===== src/core/rcr_params.svh =====
// Purpose : Constants for the reset cause recorder.
// Assumes : Included by its bare name from the package and the core.
// Notes   : Widths, offsets, field positions, masks and reset images only.
`ifndef RCR_PARAMS_SVH
`define RCR_PARAMS_SVH

// ==========================================================================
// Widths and vectors
`define RCR_PC_W           15
`define RCR_RESET_VECTOR   15'h0000
`define RCR_IRQ_VECTOR     15'h0004
`define RCR_PC_STEP        15'h0001

// ==========================================================================
// Reset-cause register fields (bits 5:4 unimplemented, read as zero)
`define RCR_CAUSE_W        8
`define RCR_BIT_STK_OVF    7
`define RCR_BIT_STK_UNF    6
`define RCR_BIT_EXT_PIN    3
`define RCR_BIT_RST_INSTR  2
`define RCR_BIT_POWERON    1
`define RCR_BIT_BROWNOUT   0
`define RCR_CAUSE_IMPL     8'hcf
`define RCR_CAUSE_POR_IMG  8'h0c

// ==========================================================================
// Status image fields: timeout, powerdown, then three arithmetic flags
`define RCR_STATUS_W       5
`define RCR_STATUS_POR_IMG 5'h18

// ==========================================================================
// Event input positions
`define RCR_EV_W           8
`define RCR_EV_POR         0
`define RCR_EV_BOR         1
`define RCR_EV_WDT         2
`define RCR_EV_PIN         3
`define RCR_EV_INSTR       4
`define RCR_EV_OVF         5
`define RCR_EV_UNF         6
`define RCR_EV_IRQ         7
`define RCR_SYNC_W         5

`endif


===== src/core/rcr_pkg.sv =====
// Purpose : Types for the reset cause recorder.
// Assumes : Constants come from rcr_params.svh.
// Notes   : Holds no numbers of its own besides the enum codes.
`include "rcr_params.svh"

package rcr_pkg;

   // =======================================================================
   // Selected event, one per cycle
   typedef enum logic [3:0] {
      RCR_EV_NONE      = 4'h0,
      RCR_EV_POWERON   = 4'h1,
      RCR_EV_BROWNOUT  = 4'h2,
      RCR_EV_PIN_RUN   = 4'h3,
      RCR_EV_PIN_SLEEP = 4'h4,
      RCR_EV_WDT_RST   = 4'h5,
      RCR_EV_WDT_WAKE  = 4'h6,
      RCR_EV_STK_OVF   = 4'h7,
      RCR_EV_STK_UNF   = 4'h8,
      RCR_EV_INSTR     = 4'h9,
      RCR_EV_IRQ_WAKE  = 4'ha
   } rcr_event_t;

   // =======================================================================
   // Core run state as seen by the recorder
   typedef enum logic [1:0] {
      RCR_ST_RUN    = 2'b00,
      RCR_ST_SLEEP  = 2'b01,
      RCR_ST_VECTOR = 2'b10
   } rcr_state_t;

endpackage : rcr_pkg


===== src/core/rcr_event_sel.sv =====
// Purpose : Priority selection of one reset or wake event per cycle.
// Assumes : Event inputs are single-cycle pulses on clk_i.
// Notes   : Purely combinational; the core registers the result.
`timescale 1ns/100ps
`include "rcr_params.svh"

module rcr_event_sel (
   input  wire logic [`RCR_EV_W-1:0] ev_i,      // Event pulses
   input  wire logic                 asleep_i,  // Core is sleeping
   input  wire logic                 stk_en_i,  // Stack error reset enabled
   output rcr_pkg::rcr_event_t       sel_o      // Winning event
);

   // =======================================================================
   // Power loss outranks everything, the interrupt wake ranks last; watchdog wake outranks stack errors
   always_comb begin
      sel_o = rcr_pkg::RCR_EV_NONE;
      if (ev_i[`RCR_EV_POR]) begin
         sel_o = rcr_pkg::RCR_EV_POWERON;
      end else if (ev_i[`RCR_EV_BOR]) begin
         sel_o = rcr_pkg::RCR_EV_BROWNOUT;
      end else if (ev_i[`RCR_EV_PIN]) begin
         sel_o = asleep_i ? rcr_pkg::RCR_EV_PIN_SLEEP : rcr_pkg::RCR_EV_PIN_RUN;
      end else if (ev_i[`RCR_EV_WDT]) begin
         sel_o = asleep_i ? rcr_pkg::RCR_EV_WDT_WAKE : rcr_pkg::RCR_EV_WDT_RST;
      end else if (ev_i[`RCR_EV_OVF] && stk_en_i) begin
         sel_o = rcr_pkg::RCR_EV_STK_OVF;
      end else if (ev_i[`RCR_EV_UNF] && stk_en_i) begin
         sel_o = rcr_pkg::RCR_EV_STK_UNF;
      end else if (ev_i[`RCR_EV_INSTR] && !asleep_i) begin
         sel_o = rcr_pkg::RCR_EV_INSTR;
      end else if (ev_i[`RCR_EV_IRQ] && asleep_i) begin
         sel_o = rcr_pkg::RCR_EV_IRQ_WAKE;
      end
   end

endmodule : rcr_event_sel


===== src/core/rcr_top.sv =====
// Purpose : Records the cause of the last reset or wake and sets restart state.
// Assumes : Power, watchdog, pin and wake inputs are asynchronous to clk_i.
// Notes   : Core-side inputs share clk_i and are used unsynchronised.
`timescale 1ns/100ps
`include "rcr_params.svh"

module rcr_top (
   input  wire logic                     clk_i,          // 50 MHz system clock
   input  wire logic                     rst_n_i,        // Async reset, active low
   input  wire logic                     poweron_i,      // Power-on request, async
   input  wire logic                     brownout_i,     // Brown-out request, async
   input  wire logic                     watchdog_i,     // Watchdog expiry, async
   input  wire logic                     master_clear_pin_n_i, // Reset pin, low active
   input  wire logic                     irq_wake_i,     // Wake interrupt, async
   input  wire logic                     reset_instr_i,  // Reset instruction pulse
   input  wire logic                     stk_overflow_i, // Stack overflow pulse
   input  wire logic                     stk_underflow_i,// Stack underflow pulse
   input  wire logic                     stack_error_reset_enable_i, // Stack reset enable
   input  wire logic                     global_irq_enable_i, // Interrupt enable
   input  wire logic                     sleep_req_i,    // Sleep instruction pulse
   input  wire logic                     instr_done_i,   // Instruction retired pulse
   input  wire logic [`RCR_PC_W-1:0]     pc_i,           // Current program counter
   input  wire logic                     cause_wr_i,     // Software write strobe
   input  wire logic [`RCR_CAUSE_W-1:0]  cause_wr_data_i,// Software write data
   output logic [`RCR_CAUSE_W-1:0]       reset_cause_register_o, // Cause flags
   output logic                          timeout_flag_o, // Status timeout flag
   output logic                          powerdown_flag_o, // Status powerdown flag
   output logic                          arith_clear_o,  // Clear status low bits
   output logic                          core_reset_o,   // Core restart pulse
   output logic                          pc_load_o,      // Load program counter
   output logic [`RCR_PC_W-1:0]          pc_target_o,    // Program counter value
   output logic                          push_o,         // Push return address
   output logic [`RCR_PC_W-1:0]          push_addr_o,    // Return address
   output logic                          asleep_o        // Core held in sleep
);

   // =======================================================================
   // Input synchronisers
   logic [`RCR_SYNC_W-1:0] sync1_r, sync1_nxt;
   logic [`RCR_SYNC_W-1:0] sync2_r, sync2_nxt;
   logic [`RCR_SYNC_W-1:0] prev_r,  prev_nxt;
   logic [`RCR_SYNC_W-1:0] raw_lvl;
   logic [`RCR_SYNC_W-1:0] rise;

   // Pin is inverted first so all five are rising-edge events
   assign raw_lvl = {irq_wake_i, ~master_clear_pin_n_i, watchdog_i, brownout_i, poweron_i};

   // Two stages; only stage two and its delayed copy feed the edge detect
   always_comb begin
      sync1_nxt = raw_lvl;
      sync2_nxt = sync1_r;
      prev_nxt  = sync2_r;
   end

   always_ff @(posedge clk_i or negedge rst_n_i) begin
      if (!rst_n_i) begin
         sync1_r <= '0;
         sync2_r <= '0;
         prev_r  <= '0;
      end else begin
         sync1_r <= sync1_nxt;
         sync2_r <= sync2_nxt;
         prev_r  <= prev_nxt;
      end
   end

   assign rise = sync2_r & ~prev_r;

   // =======================================================================
   // Event gathering and selection
   logic [`RCR_EV_W-1:0] ev_vec;
   rcr_pkg::rcr_event_t  ev_sel;
   rcr_pkg::rcr_state_t  state_r, state_nxt;

   always_comb begin
      ev_vec                = '0;
      ev_vec[`RCR_EV_POR]   = rise[0];
      ev_vec[`RCR_EV_BOR]   = rise[1];
      ev_vec[`RCR_EV_WDT]   = rise[2];
      ev_vec[`RCR_EV_PIN]   = rise[3];
      ev_vec[`RCR_EV_IRQ]   = rise[4];
      ev_vec[`RCR_EV_INSTR] = reset_instr_i;
      ev_vec[`RCR_EV_OVF]   = stk_overflow_i;
      ev_vec[`RCR_EV_UNF]   = stk_underflow_i;
   end

   rcr_event_sel u_sel (
      .ev_i     (ev_vec),
      .asleep_i (state_r == rcr_pkg::RCR_ST_SLEEP),
      .stk_en_i (stack_error_reset_enable_i),
      .sel_o    (ev_sel)
   );

   // =======================================================================
   // Next program counter
   function automatic logic [`RCR_PC_W-1:0] next_pc(input logic [`RCR_PC_W-1:0] pc);
      next_pc = pc + `RCR_PC_STEP;
   endfunction : next_pc

   // =======================================================================
   // Flag, program counter and state update
   logic [`RCR_CAUSE_W-1:0] cause_r, cause_nxt;
   logic                    to_r, to_nxt;
   logic                    pd_r, pd_nxt;
   logic                    aclr_r, aclr_nxt;
   logic                    crst_r, crst_nxt;
   logic                    pcld_r, pcld_nxt;
   logic [`RCR_PC_W-1:0]    pct_r, pct_nxt;
   logic                    push_r, push_nxt;
   logic [`RCR_PC_W-1:0]    pusha_r, pusha_nxt;
   logic [`RCR_PC_W-1:0]    ret_r, ret_nxt;
   logic                    asleep_r, asleep_nxt;

   // Software write first, then the hardware event so the hardware event wins the cycle
   always_comb begin
      cause_nxt = cause_r;
      to_nxt    = to_r;
      pd_nxt    = pd_r;
      aclr_nxt  = 1'b0;
      crst_nxt  = 1'b0;
      pcld_nxt  = 1'b0;
      pct_nxt   = pct_r;
      push_nxt  = 1'b0;
      pusha_nxt = pusha_r;
      ret_nxt   = ret_r;
      state_nxt = state_r;
      if (cause_wr_i) begin
         cause_nxt = cause_wr_data_i;
      end
      if (state_r == rcr_pkg::RCR_ST_RUN && sleep_req_i) begin
         state_nxt = rcr_pkg::RCR_ST_SLEEP;
      end
      if (state_r == rcr_pkg::RCR_ST_VECTOR && instr_done_i) begin
         push_nxt  = 1'b1;
         pusha_nxt = ret_r;
         pcld_nxt  = 1'b1;
         pct_nxt   = `RCR_IRQ_VECTOR;
         state_nxt = rcr_pkg::RCR_ST_RUN;
      end
      case (ev_sel)
         rcr_pkg::RCR_EV_POWERON: begin
            cause_nxt = `RCR_CAUSE_POR_IMG;
            {to_nxt, pd_nxt} = 2'b11;
            aclr_nxt = 1'b1;
         end
         rcr_pkg::RCR_EV_BROWNOUT: begin
            cause_nxt[`RCR_BIT_STK_OVF]   = 1'b0;
            cause_nxt[`RCR_BIT_STK_UNF]   = 1'b0;
            cause_nxt[`RCR_BIT_EXT_PIN]   = 1'b1;
            cause_nxt[`RCR_BIT_RST_INSTR] = 1'b1;
            cause_nxt[`RCR_BIT_BROWNOUT]  = 1'b0;
            {to_nxt, pd_nxt} = 2'b11;
         end
         rcr_pkg::RCR_EV_PIN_RUN: begin
            cause_nxt[`RCR_BIT_EXT_PIN] = 1'b0;
         end
         rcr_pkg::RCR_EV_PIN_SLEEP: begin
            cause_nxt[`RCR_BIT_EXT_PIN] = 1'b0;
            {to_nxt, pd_nxt} = 2'b10;
         end
         rcr_pkg::RCR_EV_WDT_RST: begin
            to_nxt = 1'b0;
         end
         rcr_pkg::RCR_EV_WDT_WAKE: begin
            {to_nxt, pd_nxt} = 2'b00;
         end
         rcr_pkg::RCR_EV_STK_OVF: begin
            cause_nxt[`RCR_BIT_STK_OVF] = 1'b1;
         end
         rcr_pkg::RCR_EV_STK_UNF: begin
            cause_nxt[`RCR_BIT_STK_UNF] = 1'b1;
         end
         rcr_pkg::RCR_EV_INSTR: begin
            cause_nxt[`RCR_BIT_RST_INSTR] = 1'b0;
         end
         rcr_pkg::RCR_EV_IRQ_WAKE: begin
            {to_nxt, pd_nxt} = 2'b10;
         end
         default: begin
         end
      endcase
      // Restarting events share the same program counter handling
      case (ev_sel)
         rcr_pkg::RCR_EV_NONE: begin
         end
         rcr_pkg::RCR_EV_WDT_WAKE, rcr_pkg::RCR_EV_IRQ_WAKE: begin
            pcld_nxt  = 1'b1;
            push_nxt  = 1'b0;
            pct_nxt   = next_pc(pc_i);
            ret_nxt   = next_pc(next_pc(pc_i));
            state_nxt = (ev_sel == rcr_pkg::RCR_EV_IRQ_WAKE && global_irq_enable_i)
                      ? rcr_pkg::RCR_ST_VECTOR : rcr_pkg::RCR_ST_RUN;
         end
         default: begin
            crst_nxt  = 1'b1;
            pcld_nxt  = 1'b1;
            push_nxt  = 1'b0;
            pct_nxt   = `RCR_RESET_VECTOR;
            state_nxt = rcr_pkg::RCR_ST_RUN;
         end
      endcase
      cause_nxt = cause_nxt & `RCR_CAUSE_IMPL;
      asleep_nxt = (state_nxt == rcr_pkg::RCR_ST_SLEEP);
   end

   // Reset state is the power-on image
   always_ff @(posedge clk_i or negedge rst_n_i) begin
      if (!rst_n_i) begin
         cause_r <= `RCR_CAUSE_POR_IMG;
         to_r    <= 1'(`RCR_STATUS_POR_IMG >> 4);
         asleep_r <= 1'b0;
         pd_r    <= 1'b1;
         aclr_r  <= 1'b0;
         crst_r  <= 1'b0;
         pcld_r  <= 1'b0;
         pct_r   <= `RCR_RESET_VECTOR;
         push_r  <= 1'b0;
         pusha_r <= `RCR_RESET_VECTOR;
         ret_r   <= `RCR_RESET_VECTOR;
         state_r <= rcr_pkg::RCR_ST_RUN;
      end else begin
         cause_r <= cause_nxt;
         to_r    <= to_nxt;
         pd_r    <= pd_nxt;
         aclr_r  <= aclr_nxt;
         crst_r  <= crst_nxt;
         pcld_r  <= pcld_nxt;
         pct_r   <= pct_nxt;
         push_r  <= push_nxt;
         pusha_r <= pusha_nxt;
         ret_r   <= ret_nxt;
         state_r <= state_nxt;
         asleep_r <= asleep_nxt;
      end
   end

   // =======================================================================
   // Outputs, all straight from flip-flops
   assign reset_cause_register_o = cause_r;
   assign timeout_flag_o         = to_r;
   assign powerdown_flag_o       = pd_r;
   assign arith_clear_o          = aclr_r;
   assign core_reset_o           = crst_r;
   assign pc_load_o              = pcld_r;
   assign pc_target_o            = pct_r;
   assign push_o                 = push_r;
   assign push_addr_o            = pusha_r;
   assign asleep_o               = asleep_r;
endmodule : rcr_top


===== config.mk =====
export PLATFORM = sky130hd
export DESIGN_NAME = rcr_top
export DESIGN_NICKNAME = d
export VERILOG_FILES = /design/src/core/rcr_pkg.sv /design/src/core/rcr_event_sel.sv /design/src/core/rcr_top.sv
export VERILOG_INCLUDE_DIRS = /design/src /design/src/core
export SDC_FILE = /design/constraint.sdc
export NUM_CORES = 1
export LEC_CHECK = 0
export ABC_AREA = 1
export BUFFER_PORTS_ARGS = -buffer_cell sky130_fd_sc_hd__buf_2
export CORE_ASPECT_RATIO = 0.5
export CORE_MARGIN = 2
export CORE_UTILIZATION = 40
export CTS_CLUSTER_DIAMETER = 50
export DETAILED_ROUTE_END_ITERATION = 8
export HOLD_SLACK_MARGIN = 0.02
export MAX_ROUTING_LAYER = met4
export PLACE_DENSITY = 0.68
export SLEW_MARGIN = 20
export SYNTH_ARGS = -nofsm -noshare
export SYNTH_HDL_FRONTEND = slang
export SYNTH_SLANG_ARGS = --single-unit

===== constraint.sdc =====
create_clock -name clk_i -period 4.7 [get_ports clk_i]
set_input_delay 0.94 -clock clk_i [delete_from_list [all_inputs] [get_ports clk_i]]
set_output_delay 0.94 -clock clk_i [all_outputs]
set_load 0.01 [all_outputs]

==> results of run 1 <==
## per-layer routing
layer | vias to the layer above | routed length, µm
met2 | 80 | 3870
met5 | - | 0
li1 | 1597 | -
met4 | 0 | 59
met1 | 1426 | 3930
met3 | 8 | 463
## worst max-delay path, delay by kind of cell
family	cells	cell delay, ns
and+or+nand+nor	11	1.34
adders and majority gates	1	0.28
AOI/OAI and AO/OA	1	0.07
buffers and inverters	2	0.33
## where the power goes
part | internal (µW) | leakage, µW | switching [µW] | total [µW]
logic | 109 | 0.00132 | 181 | 290
registers | 750 | 0.000955 | 41.2 | 791
clock network | 474 | 0.000154 | 253 | 727
total | 1330 | 0.00243 | 475 | 1810
## registers in the layout, indices dropped and copies added, names as in the netlist, 2 cells and up
name / count
state_r: 2
reset_cause_register_o: 6
prev_r: 5
ret_r: 15
sync1_r: 5
push_addr_o: 15
pc_target_o: 15
prev_nxt: 5
## cells by family after synthesis
logic type	count (synthesis)	share of synthesized area, %
DFF	75	51.0
xor gates and xnor gates	5	1.19
AOI/OAI and AO/OA	43	6.00
muxes	10	3.02
and+or+nand+nor	241	29.7
other	1	0.102
adders and majority gates	3	1.02
buffers and inverters	70	7.97
## worst max-delay path by stage
stage	end	cells after the start
after floorplan	ret_r[9]	10
after global placement	ret_r[10]	15
after detailed placement	pc_target_o[6]	11
after CTS	pc_target_o[6]	11
after global routing	ret_r[10]	15
final	ret_r[10]	15
## layout by cell type (no fill, tap or decap), drive strengths merged, types with 2 or more instances in the layout
cell type / count
a21oi: 4
buf: 79
bufinv: 2
clkbuf: 10
clkinv: 2
conb: 2
dfrtp: 71
dfstp: 4
ha: 3
inv: 57
mux2: 9
nand2: 122
nand3: 49
nand4: 17
nor2: 42
nor3: 6
o21ai: 38
or2: 3
xor2: 4
## per-stage QoR
step | utilization [%] | total power (µW)
after global placement | 47.2 | 1090
after detailed placement | 47.2 | 1090
after floorplan | - | 980
after CTS | 50.8 | 1830
final | 50.8 | 1810
after global routing | 50.8 | 1910
## cell type report
type	instances	area share [%]
clock buffer	10	5.33
tap	117	3.27
timing repair buffer	79	8.94
multi-input combinational	304	33.9
inverter	57	4.83
clock inverter	5	1.73
sequential	75	42.0
==> results.json, run 1 <==
{
  "reg2reg_depth": 9,
  "ctsRootBufferMaster": "clkbuf_16",
  "rsz0062_at_grt": "false",
  "first_pass_iters": 5,
  "critPathLaunchType": "input pin",
  "syn_area_mm2": 0.00369,
  "dpl.cell_count": 632,
  "grt_antenna_before_repair": 0,
  "cts_max_level": 3,
  "hpwl_um": 5990,
  "worstPathArrival_ns": 2.97,
  "clk_path_buf_depth": 2,
  "path_cells": "buf_2 > ha_1 > nand2_1 > nor2_1 > nand2_1 > nand2_1 > nand2_1 > inv_1 > nand2_1 > nor2_1 > nand3_1 > nand2_1 > nand2_1 > nand2_1 > o21ai_0",
  "crit_required_ns": 4.89,
  "fp.dieArea_mm2": 0.0101,
  "track_usage_pct": 18.2,
  "reg2reg_from": "state_r[1]",
  "gp_congestion": 0.918,
  "multiInputGateArea_mm2": 0.00152,
  "ys.flop_type": "dfrtp_1",
  "grt_pass1_vias": 2873,
  "coreArea_mm2": 0.00883,
  "synth.area.top_cells": "dfrtp_1, nand2_1, nand3_1",
  "num_vias": 3111,
  "synth_top_cell_area_share_pct": 48.1,
  "hold-worst-slack_ns": 0.348,
  "cp_max_fo": 7,
  "syn2layout_area_growth_pct": 21.4,
  "synth_edf_count": 0,
  "synth_cell_types": 35,
  "routed_wl_um": 8320,
  "netlist_instances": 448,
  "wire_per_inst_um": 12.9,
  "synth-seq-cells": 75,
  "busiest_layer": "met2",
  "cap_violations": 0,
  "crit_top_cell": "nand2_1",
  "die_x_um": 140,
  "start_util_pct": 41.8,
  "startpoint": "pc_i[0]",
  "crit_slowest_cell": "nor2_1",
  "finalCritPeriodShare_pct": 59.3,
  "worstSkewPairLatency_ns": 0.34,
  "port_buffers": 78,
  "yosysTopAreaCell": "dfrtp_1",
  "ant_nets": 0,
  "drt_iter0_drc": 155,
  "via_per_inst": 4.81,
  "finalSetupViolCount": 0,
  "hold_path_class": "flip-flop to flip-flop",
  "drv_slew": 0,
  "yosysMostFrequentCell": "nand2_1",
  "finalNonFillerCells": 647,
  "period_minus_slack_ns": 2.79,
  "clkTransAtPathRegs_ns": 0.05,
  "n_antenna_cell": 0,
  "fillers": 850,
  "end_kind": "flip-flop",
  "hold_depth": 0,
  "tritoncts": "yes",
  "cts_buffers": 9,
  "cts_resized": 0,
  "crit_type": "input pin to flip-flop",
  "slew_headroom_pct": 30.6,
  "grt-ovfl-total": 0,
  "gr-usage-met3_pct": 6.14,
  "fin_nets": 567,
  "leakagePower_uw": 0.00243,
  "tightest_slew_ns": 1.04,
  "holdPathEnd": "prev_nxt[0]",
  "grt_start_max_net_pins": 76,
  "met2_usage_pct": 28.7,
  "reg2reg_to": "pc_target_o[6]",
  "ios": 83,
  "cts_setup_buffers": 0,
  "setup_tns_ns": 0,
  "dp_slack_ns": 1.63,
  "final-hold-violation-count": 0,
  "drc": 0,
  "grtUsageMet1_pct": 22.7,
  "fin_area_mm2": 0.00448,
  "fmaxAchievable_mhz": 359,
  "placed_area_mm2": 0.00416,
  "drive_above_1_share_pct": 23.2,
  "die_h_um": 71.9,
  "rows": 24,
  "run_status": "complete, no violations",
  "avgSynthCellArea_um2": 8.24,
  "power_density_mw_per_mm2": 403,
  "max_stage_delay_ns": 0.33,
  "min_from": "sync1_r[0]",
  "holdBufCountCts": 0,
  "grt_pass1_wl_um": 13800,
  "seqCellArea_mm2": 0.00188,
  "vdd_drop_max_mv": 0.256,
  "skew_ns": 0.00798,
  "synth-seq-area-share_pct": 51.0,
  "async_reset_ff_share_pct": 100,
  "r2r_setup_slack_ns": 2.20,
  "ys_top_cells_by_count": "nand2_1, dfrtp_1, inv_1, nand3_1, nor2_1",
  "synth_warnings": 0,
  "cts.sinks": 75,
  "setup_ws_ns": 1.91
}
Note: power is estimated with default switching activity, not from simulation.
==> run 2: changes to the inputs <==
==> constraint.sdc (replaced) <==
create_clock -name clk_i -period 2.75 [get_ports clk_i]
set_input_delay 0.55 -clock clk_i [delete_from_list [all_inputs] [get_ports clk_i]]
set_output_delay 0.55 -clock clk_i [all_outputs]
set_load 0.01 [all_outputs]
==> results.json, run 2 (synthesis results as in run 1) <==
{
  "run_status": "complete, no violations",
  "cts.sinks": 75,
  "crit_required_ns": 2.97,
  "coreArea_mm2": 0.00883,
  "die_h_um": 71.9,
  "ctsRootBufferMaster": "clkbuf_16",
  "power_density_mw_per_mm2": 650,
  "period_minus_slack_ns": 2.15,
  "combPwrFrac_pct": 17.1,
  "power_uw": 2920,
  "hpwl_um": 6280,
  "num_vias": 3181,
  "tightest_slew_ns": 0.582,
  "grt-ovfl-total": 0,
  "holdBufCountCts": 0,
  "swShare_pct": 28.0,
  "end_kind": "flip-flop",
  "fp.dieArea_mm2": 0.0101,
  "internal_power_uw": 2110,
  "hold_path_class": "input pin to asynchronous set/reset pin",
  "ios": 83,
  "rows": 24,
  "grt_antenna_before_repair": 0,
  "drt_iter0_drc": 127,
  "skew_ns": 0.00737,
  "p_switching_uw": 819,
  "leakagePower_uw": 0.00246,
  "cts_resized": 0,
  "cap_violations": 0,
  "slew_headroom_pct": 61.1,
  "start_util_pct": 41.8,
  "tritoncts": "yes",
  "track_usage_pct": 18.5,
  "gp_congestion": 0.936,
  "wire_per_inst_um": 12.8,
  "dpl.cell_count": 641,
  "finalNonFillerCells": 656,
  "final_common_cell": "nand2_1",
  "port_buffers": 78,
  "seqCellArea_mm2": 0.00188,
  "finalCritPeriodShare_pct": 78.2,
  "die_x_um": 140,
  "worstPathArrival_ns": 2.37,
  "vdd_drop_max_mv": 0.331,
  "finalSetupViolCount": 0,
  "setup_tns_ns": 0,
  "crit_type": "flip-flop to flip-flop",
  "sequentialPowerShare_pct": 46.4,
  "multiInputGateArea_mm2": 0.00152,
  "final_cell_mix": "nand2_1, buf_2, dfrtp_1, inv_1, nand3_1",
  "cts_max_level": 3,
  "routed_wl_um": 8430,
  "syn2layout_area_growth_pct": 22.0,
  "grt_pass1_wl_um": 14100,
  "drv_slew": 0,
  "ant_nets": 0,
  "worstSkewPairLatency_ns": 0.33,
  "cts_buffers": 9,
  "grt_pass1_vias": 2974,
  "drive_above_1_share_pct": 24.3,
  "via_per_inst": 4.85,
  "power_frac_clock_pct": 36.5,
  "clkTransAtPathRegs_ns": 0.06,
  "fmaxAchievable_mhz": 465,
  "cp_max_fo": 19,
  "grt_start_max_net_pins": 39,
  "critPathLaunchType": "flip-flop",
  "clk_path_buf_depth": 2,
  "n_antenna_cell": 0,
  "first_pass_iters": 4,
  "fillers": 872,
  "fin_nets": 576,
  "final-hold-violation-count": 0,
  "rsz0062_at_grt": "false",
  "cts_setup_buffers": 0,
  "drc": 0
}
-- run 2: cell types whose count changed in the layout (fill, tap and decap cells not counted) --
cell and change:
buf_4 +9, clkbuf_1 +1, clkinvlp_4 -1, bufinv_16 -2, clkinv_4 +2
-- run 2: worst paths after layout --
kind	from	to	slack (ns)	cells after the start
worst max register to register	state_r[1]	ret_r[6]	0.60	11
worst min register to register	sync1_r[4]	prev_nxt[4]	0.35	0
worst max-delay path	state_r[1]	ret_r[6]	0.60	11
worst min-delay path	rst_n_i	pc_target_o[14]	0.17	1
min in group clk_i	watchdog_i	sync1_r[2]	0.32	1
max in group asynchronous	rst_n_i	reset_cause_register_o[2]	1.87	2
-- run 2: layout make-up --
cell class / count / area share (%)
multi-input combinational: 304 / 33.7
timing repair buffer: 88 / 10.4
clock buffer: 11 / 5.39
clock inverter: 4 / 0.611
sequential: 75 / 41.8
tap: 117 / 3.25
inverter: 57 / 4.81
-- run 2: power by group through the flow --
| stage | Combinational (µW) | Sequential (µW) | Clock, µW |
|---|---|---|---|
| floorplan | 278 | 1400 | 0 |
| global placement | 497 | 1370 | 0 |
| detailed placement | 507 | 1380 | 0 |
| CTS | 510 | 1360 | 1100 |
| global route | 574 | 1380 | 1140 |
| finish | 501 | 1360 | 1070 |
-- run 2: stage by stage --
stage | cell area, µm² | hold slack (ns) | util, % | setup slack (ns)
finish | 4500 | 0.171 | 51.0 | 0.599
global route | 4500 | 0.208 | 51.0 | 0.308
CTS | 4500 | 0.181 | 51.0 | 0.571
detailed placement | 4230 | 0.335 | 47.9 | 0.263
global placement | 4230 | 0.334 | 47.9 | 0.295
floorplan | 3690 | 0.254 | - | 0.758
-- run 2: worst max-delay path, stage by stage, from the launching register on --
cell     delay, ns
dfrtp_1       0.40
nor2_2        0.16
inv_1         0.10
a21oi_1       0.13
nand2_1       0.08
nand3_2       0.16
nand2_4       0.09
nor2_2        0.16
nand2_1       0.29
buf_4         0.31
nand2_1       0.08
o21ai_1       0.06
-- run 2: layer usage --
layer / GRT usage [%] / share of wire (%) / up-vias
li1: - / - / 1621
met1: 23.3 / 47 / 1479
met2: 28.9 / 46 / 72
met3: 4.95 / 5.5 / 9
met4: 7.22 / 1.5 / 0
met5: - / 0 / -
==> run 3: changes to the inputs <==
--- a/config.mk
+++ b/config.mk
@@ -6,7 +6,7 @@
 export SDC_FILE = /design/constraint.sdc
 export NUM_CORES = 1
 export LEC_CHECK = 0
-export ABC_AREA = 1
+export ABC_AREA = 0
 export BUFFER_PORTS_ARGS = -buffer_cell sky130_fd_sc_hd__buf_2
 export CORE_ASPECT_RATIO = 0.5
 export CORE_MARGIN = 2
@@ -15,7 +15,7 @@
 export DETAILED_ROUTE_END_ITERATION = 8
 export HOLD_SLACK_MARGIN = 0.02
 export MAX_ROUTING_LAYER = met4
-export PLACE_DENSITY = 0.68
+export PLACE_DENSITY = 0.71
 export SLEW_MARGIN = 20
 export SYNTH_ARGS = -nofsm -noshare
 export SYNTH_HDL_FRONTEND = slang
==> constraint.sdc (replaced) <==
create_clock -name clk_i -period 1.81 [get_ports clk_i]
set_input_delay 0.362 -clock clk_i [delete_from_list [all_inputs] [get_ports clk_i]]
set_output_delay 0.362 -clock clk_i [all_outputs]
set_load 0.01 [all_outputs]
==> results.json, run 3 <==
{
  "finalSetupViolCount": 39,
  "cp_max_fo": 3,
  "num_vias": 2868,
  "ant_nets": 0,
  "ctsRootBufferMaster": "clkbuf_16",
  "ys_top_cells_by_count": "dfrtp_1, nand2_1, xnor2_1, mux2_2, nor2_1",
  "hold_path_class": "input pin to flip-flop",
  "crit_type": "flip-flop to flip-flop",
  "path_delay_family": "simple AND/OR/NAND/NOR gates",
  "synth_edf_count": 0,
  "fmaxAchievable_mhz": 439,
  "violations": "setup timing",
  "via_per_inst": 5.10,
  "drv_slew": 0,
  "final_common_cell": "buf_2",
  "track_usage_pct": 20.7,
  "ios": 83,
  "worstPathArrival_ns": 2.55,
  "worst-path-buf-inv": 0,
  "grt_start_max_net_pins": 47,
  "end_kind": "flip-flop",
  "power_uw": 4620,
  "setup_ws_ns": -0.469,
  "placed_area_mm2": 0.00456,
  "seqCellArea_mm2": 0.00188,
  "crit_slowest_cell": "or4b_4",
  "tritoncts": "yes",
  "cts.sinks": 75,
  "cap_violations": 0,
  "synth_cell_types": 56,
  "vdd_drop_max_mv": 0.467,
  "cts_max_level": 3,
  "ys.flop_type": "dfrtp_1",
  "hpwl_um": 6480,
  "rows": 23,
  "setup_tns_ns": -11.70,
  "critPathLaunchType": "flip-flop",
  "finalCritPeriodShare_pct": 126,
  "die_x_um": 135,
  "drt_iter0_drc": 139,
  "fp.dieArea_mm2": 0.00937,
  "port_buffers": 78,
  "worstSkewPairLatency_ns": 0.33,
  "fin_nets": 486,
  "clk_path_buf_depth": 2,
  "first_pass_iters": 4,
  "skew_ns": 0.00515,
  "path_cells": "and4bb_1 > a221oi_2 > a211o_1 > or4b_4 > or4_4 > nand3_2",
  "final_cell_mix": "buf_2, dfrtp_1, buf_4, nand2_1",
  "routed_wl_um": 8890,
  "async_reset_ff_share_pct": 100,
  "n_antenna_cell": 0,
  "run_status": "finished with violations",
  "crit_required_ns": 2.08,
  "yosysMostFrequentCell": "dfrtp_1",
  "syn_area_mm2": 0.00343,
  "max_stage_delay_ns": 0.56,
  "synth.area.top_cells": "dfrtp_1, mux2_2, xnor2_1",
  "multiInputGateArea_mm2": 0.00164,
  "syn2layout_area_growth_pct": 45.7,
  "power_density_mw_per_mm2": 925,
  "avgSynthCellArea_um2": 11.7,
  "synth_top_cell_area_share_pct": 51.8,
  "die_h_um": 69.5,
  "period_minus_slack_ns": 2.28,
  "start_util_pct": 42.1,
  "coreArea_mm2": 0.00814,
  "clkTransAtPathRegs_ns": 0.05,
  "drive_above_1_share_pct": 49.3,
  "fillers": 657,
  "grt_antenna_before_repair": 0,
  "synth-seq-area-share_pct": 54.9,
  "gp_congestion": 0.927,
  "grt_pass1_wl_um": 14600,
  "rsz0062_at_grt": "true",
  "yosysTopAreaCell": "dfrtp_1",
  "synth-seq-cells": 75,
  "leakagePower_uw": 0.00244,
  "fin_area_mm2": 0.00499,
  "grt-ovfl-total": 0,
  "synth_warnings": 0,
  "wire_per_inst_um": 15.8,
  "netlist_instances": 294,
  "drc": 0,
  "cts_buffers": 9,
  "final-hold-violation-count": 0,
  "grt_pass1_vias": 2993
}
[run 3: cell families (layout without fill, tap and decap cells)]
kind of cell	Yosys count	in the layout	synth area share [%]
muxes	21	21	6.68
other	1	2	0.109
and+or+nand+nor	95	95	16.2
buffers and inverters	22	177	3.03
xor gates and xnor gates	24	24	6.13
adders and majority gates	3	3	1.10
AOI/OAI and AO/OA	53	53	11.8
DFF	75	75	54.9
[run 3: final timing paths]
path | slack, ns | from | endpoint | depth (start not counted)
max | -0.47 | state_r[1] | ret_r[13] | 6
min | 0.14 | watchdog_i | sync1_r[2] | 1
max reg2reg | -0.47 | state_r[1] | ret_r[13] | 6
min reg2reg | 0.35 | sync1_r[2] | prev_nxt[2] | 0
max in group asynchronous | 0.79 | rst_n_i | powerdown_flag_o | 3
min in group asynchronous | 0.45 | rst_n_i | push_addr_o[3] | 2
[run 3: final cells by class]
cell class | instances | share of cell area, %
Clock buffer | 14 | 5.29
Clock inverter | 2 | 0.200
Inverter | 7 | 0.526
Multi-Input combinational cell | 198 | 32.8
Sequential cell | 75 | 37.7
Tap cell | 112 | 2.81
Timing Repair Buffer | 154 | 20.7
[run 3: worst reg2reg max path, stage by stage (launching register included)]
cell and delay (ns):
dfrtp_1 0.39, and4bb_1 0.32, a221oi_2 0.06, a211o_1 0.31, or4b_4 0.56, or4_4 0.51, nand3_2 0.08
[run 3: per-stage QoR]
step / utilization (%) / hold WS (ns) / setup slack (ns) / std cells
floorplan: - / 0.0664 / -0.405 / 295
global placement: 56.0 / 0.229 / -0.498 / 540
detailed placement: 56.0 / 0.239 / -0.603 / 540
CTS: 60.7 / 0.120 / -0.418 / 559
global route: 61.3 / 0.116 / -0.532 / 562
finish: 61.3 / 0.135 / -0.469 / 562
[run 3: timing repair]
item / CTS / global route
resized for setup: 17 / 4
hold buffers: 1 / 0
buffers inserted: 2 / 3
setup endpoints to repair: 39 / 40
cloned: 0 / 1
endpoints found under the hold margin: 8 / 0
pin swaps: 5 / 8
[run 3: where the power goes]
group	leakage (µW)	internal [µW]	switching, µW
registers	0.000955	1940	124
clock network	0.000137	999	639
logic	0.00134	453	464
[run 3: routing by layer]
metal / track usage, % / up-vias / wire length, µm / share of wire, %
met5: - / - / 0 / 0
met4: 6.78 / 0 / 97 / 1.1
met3: 7.16 / 11 / 460 / 5.2
met2: 32.8 / 96 / 4360 / 49
met1: 25.0 / 1410 / 3970 / 45
li1: - / 1351 / - / -
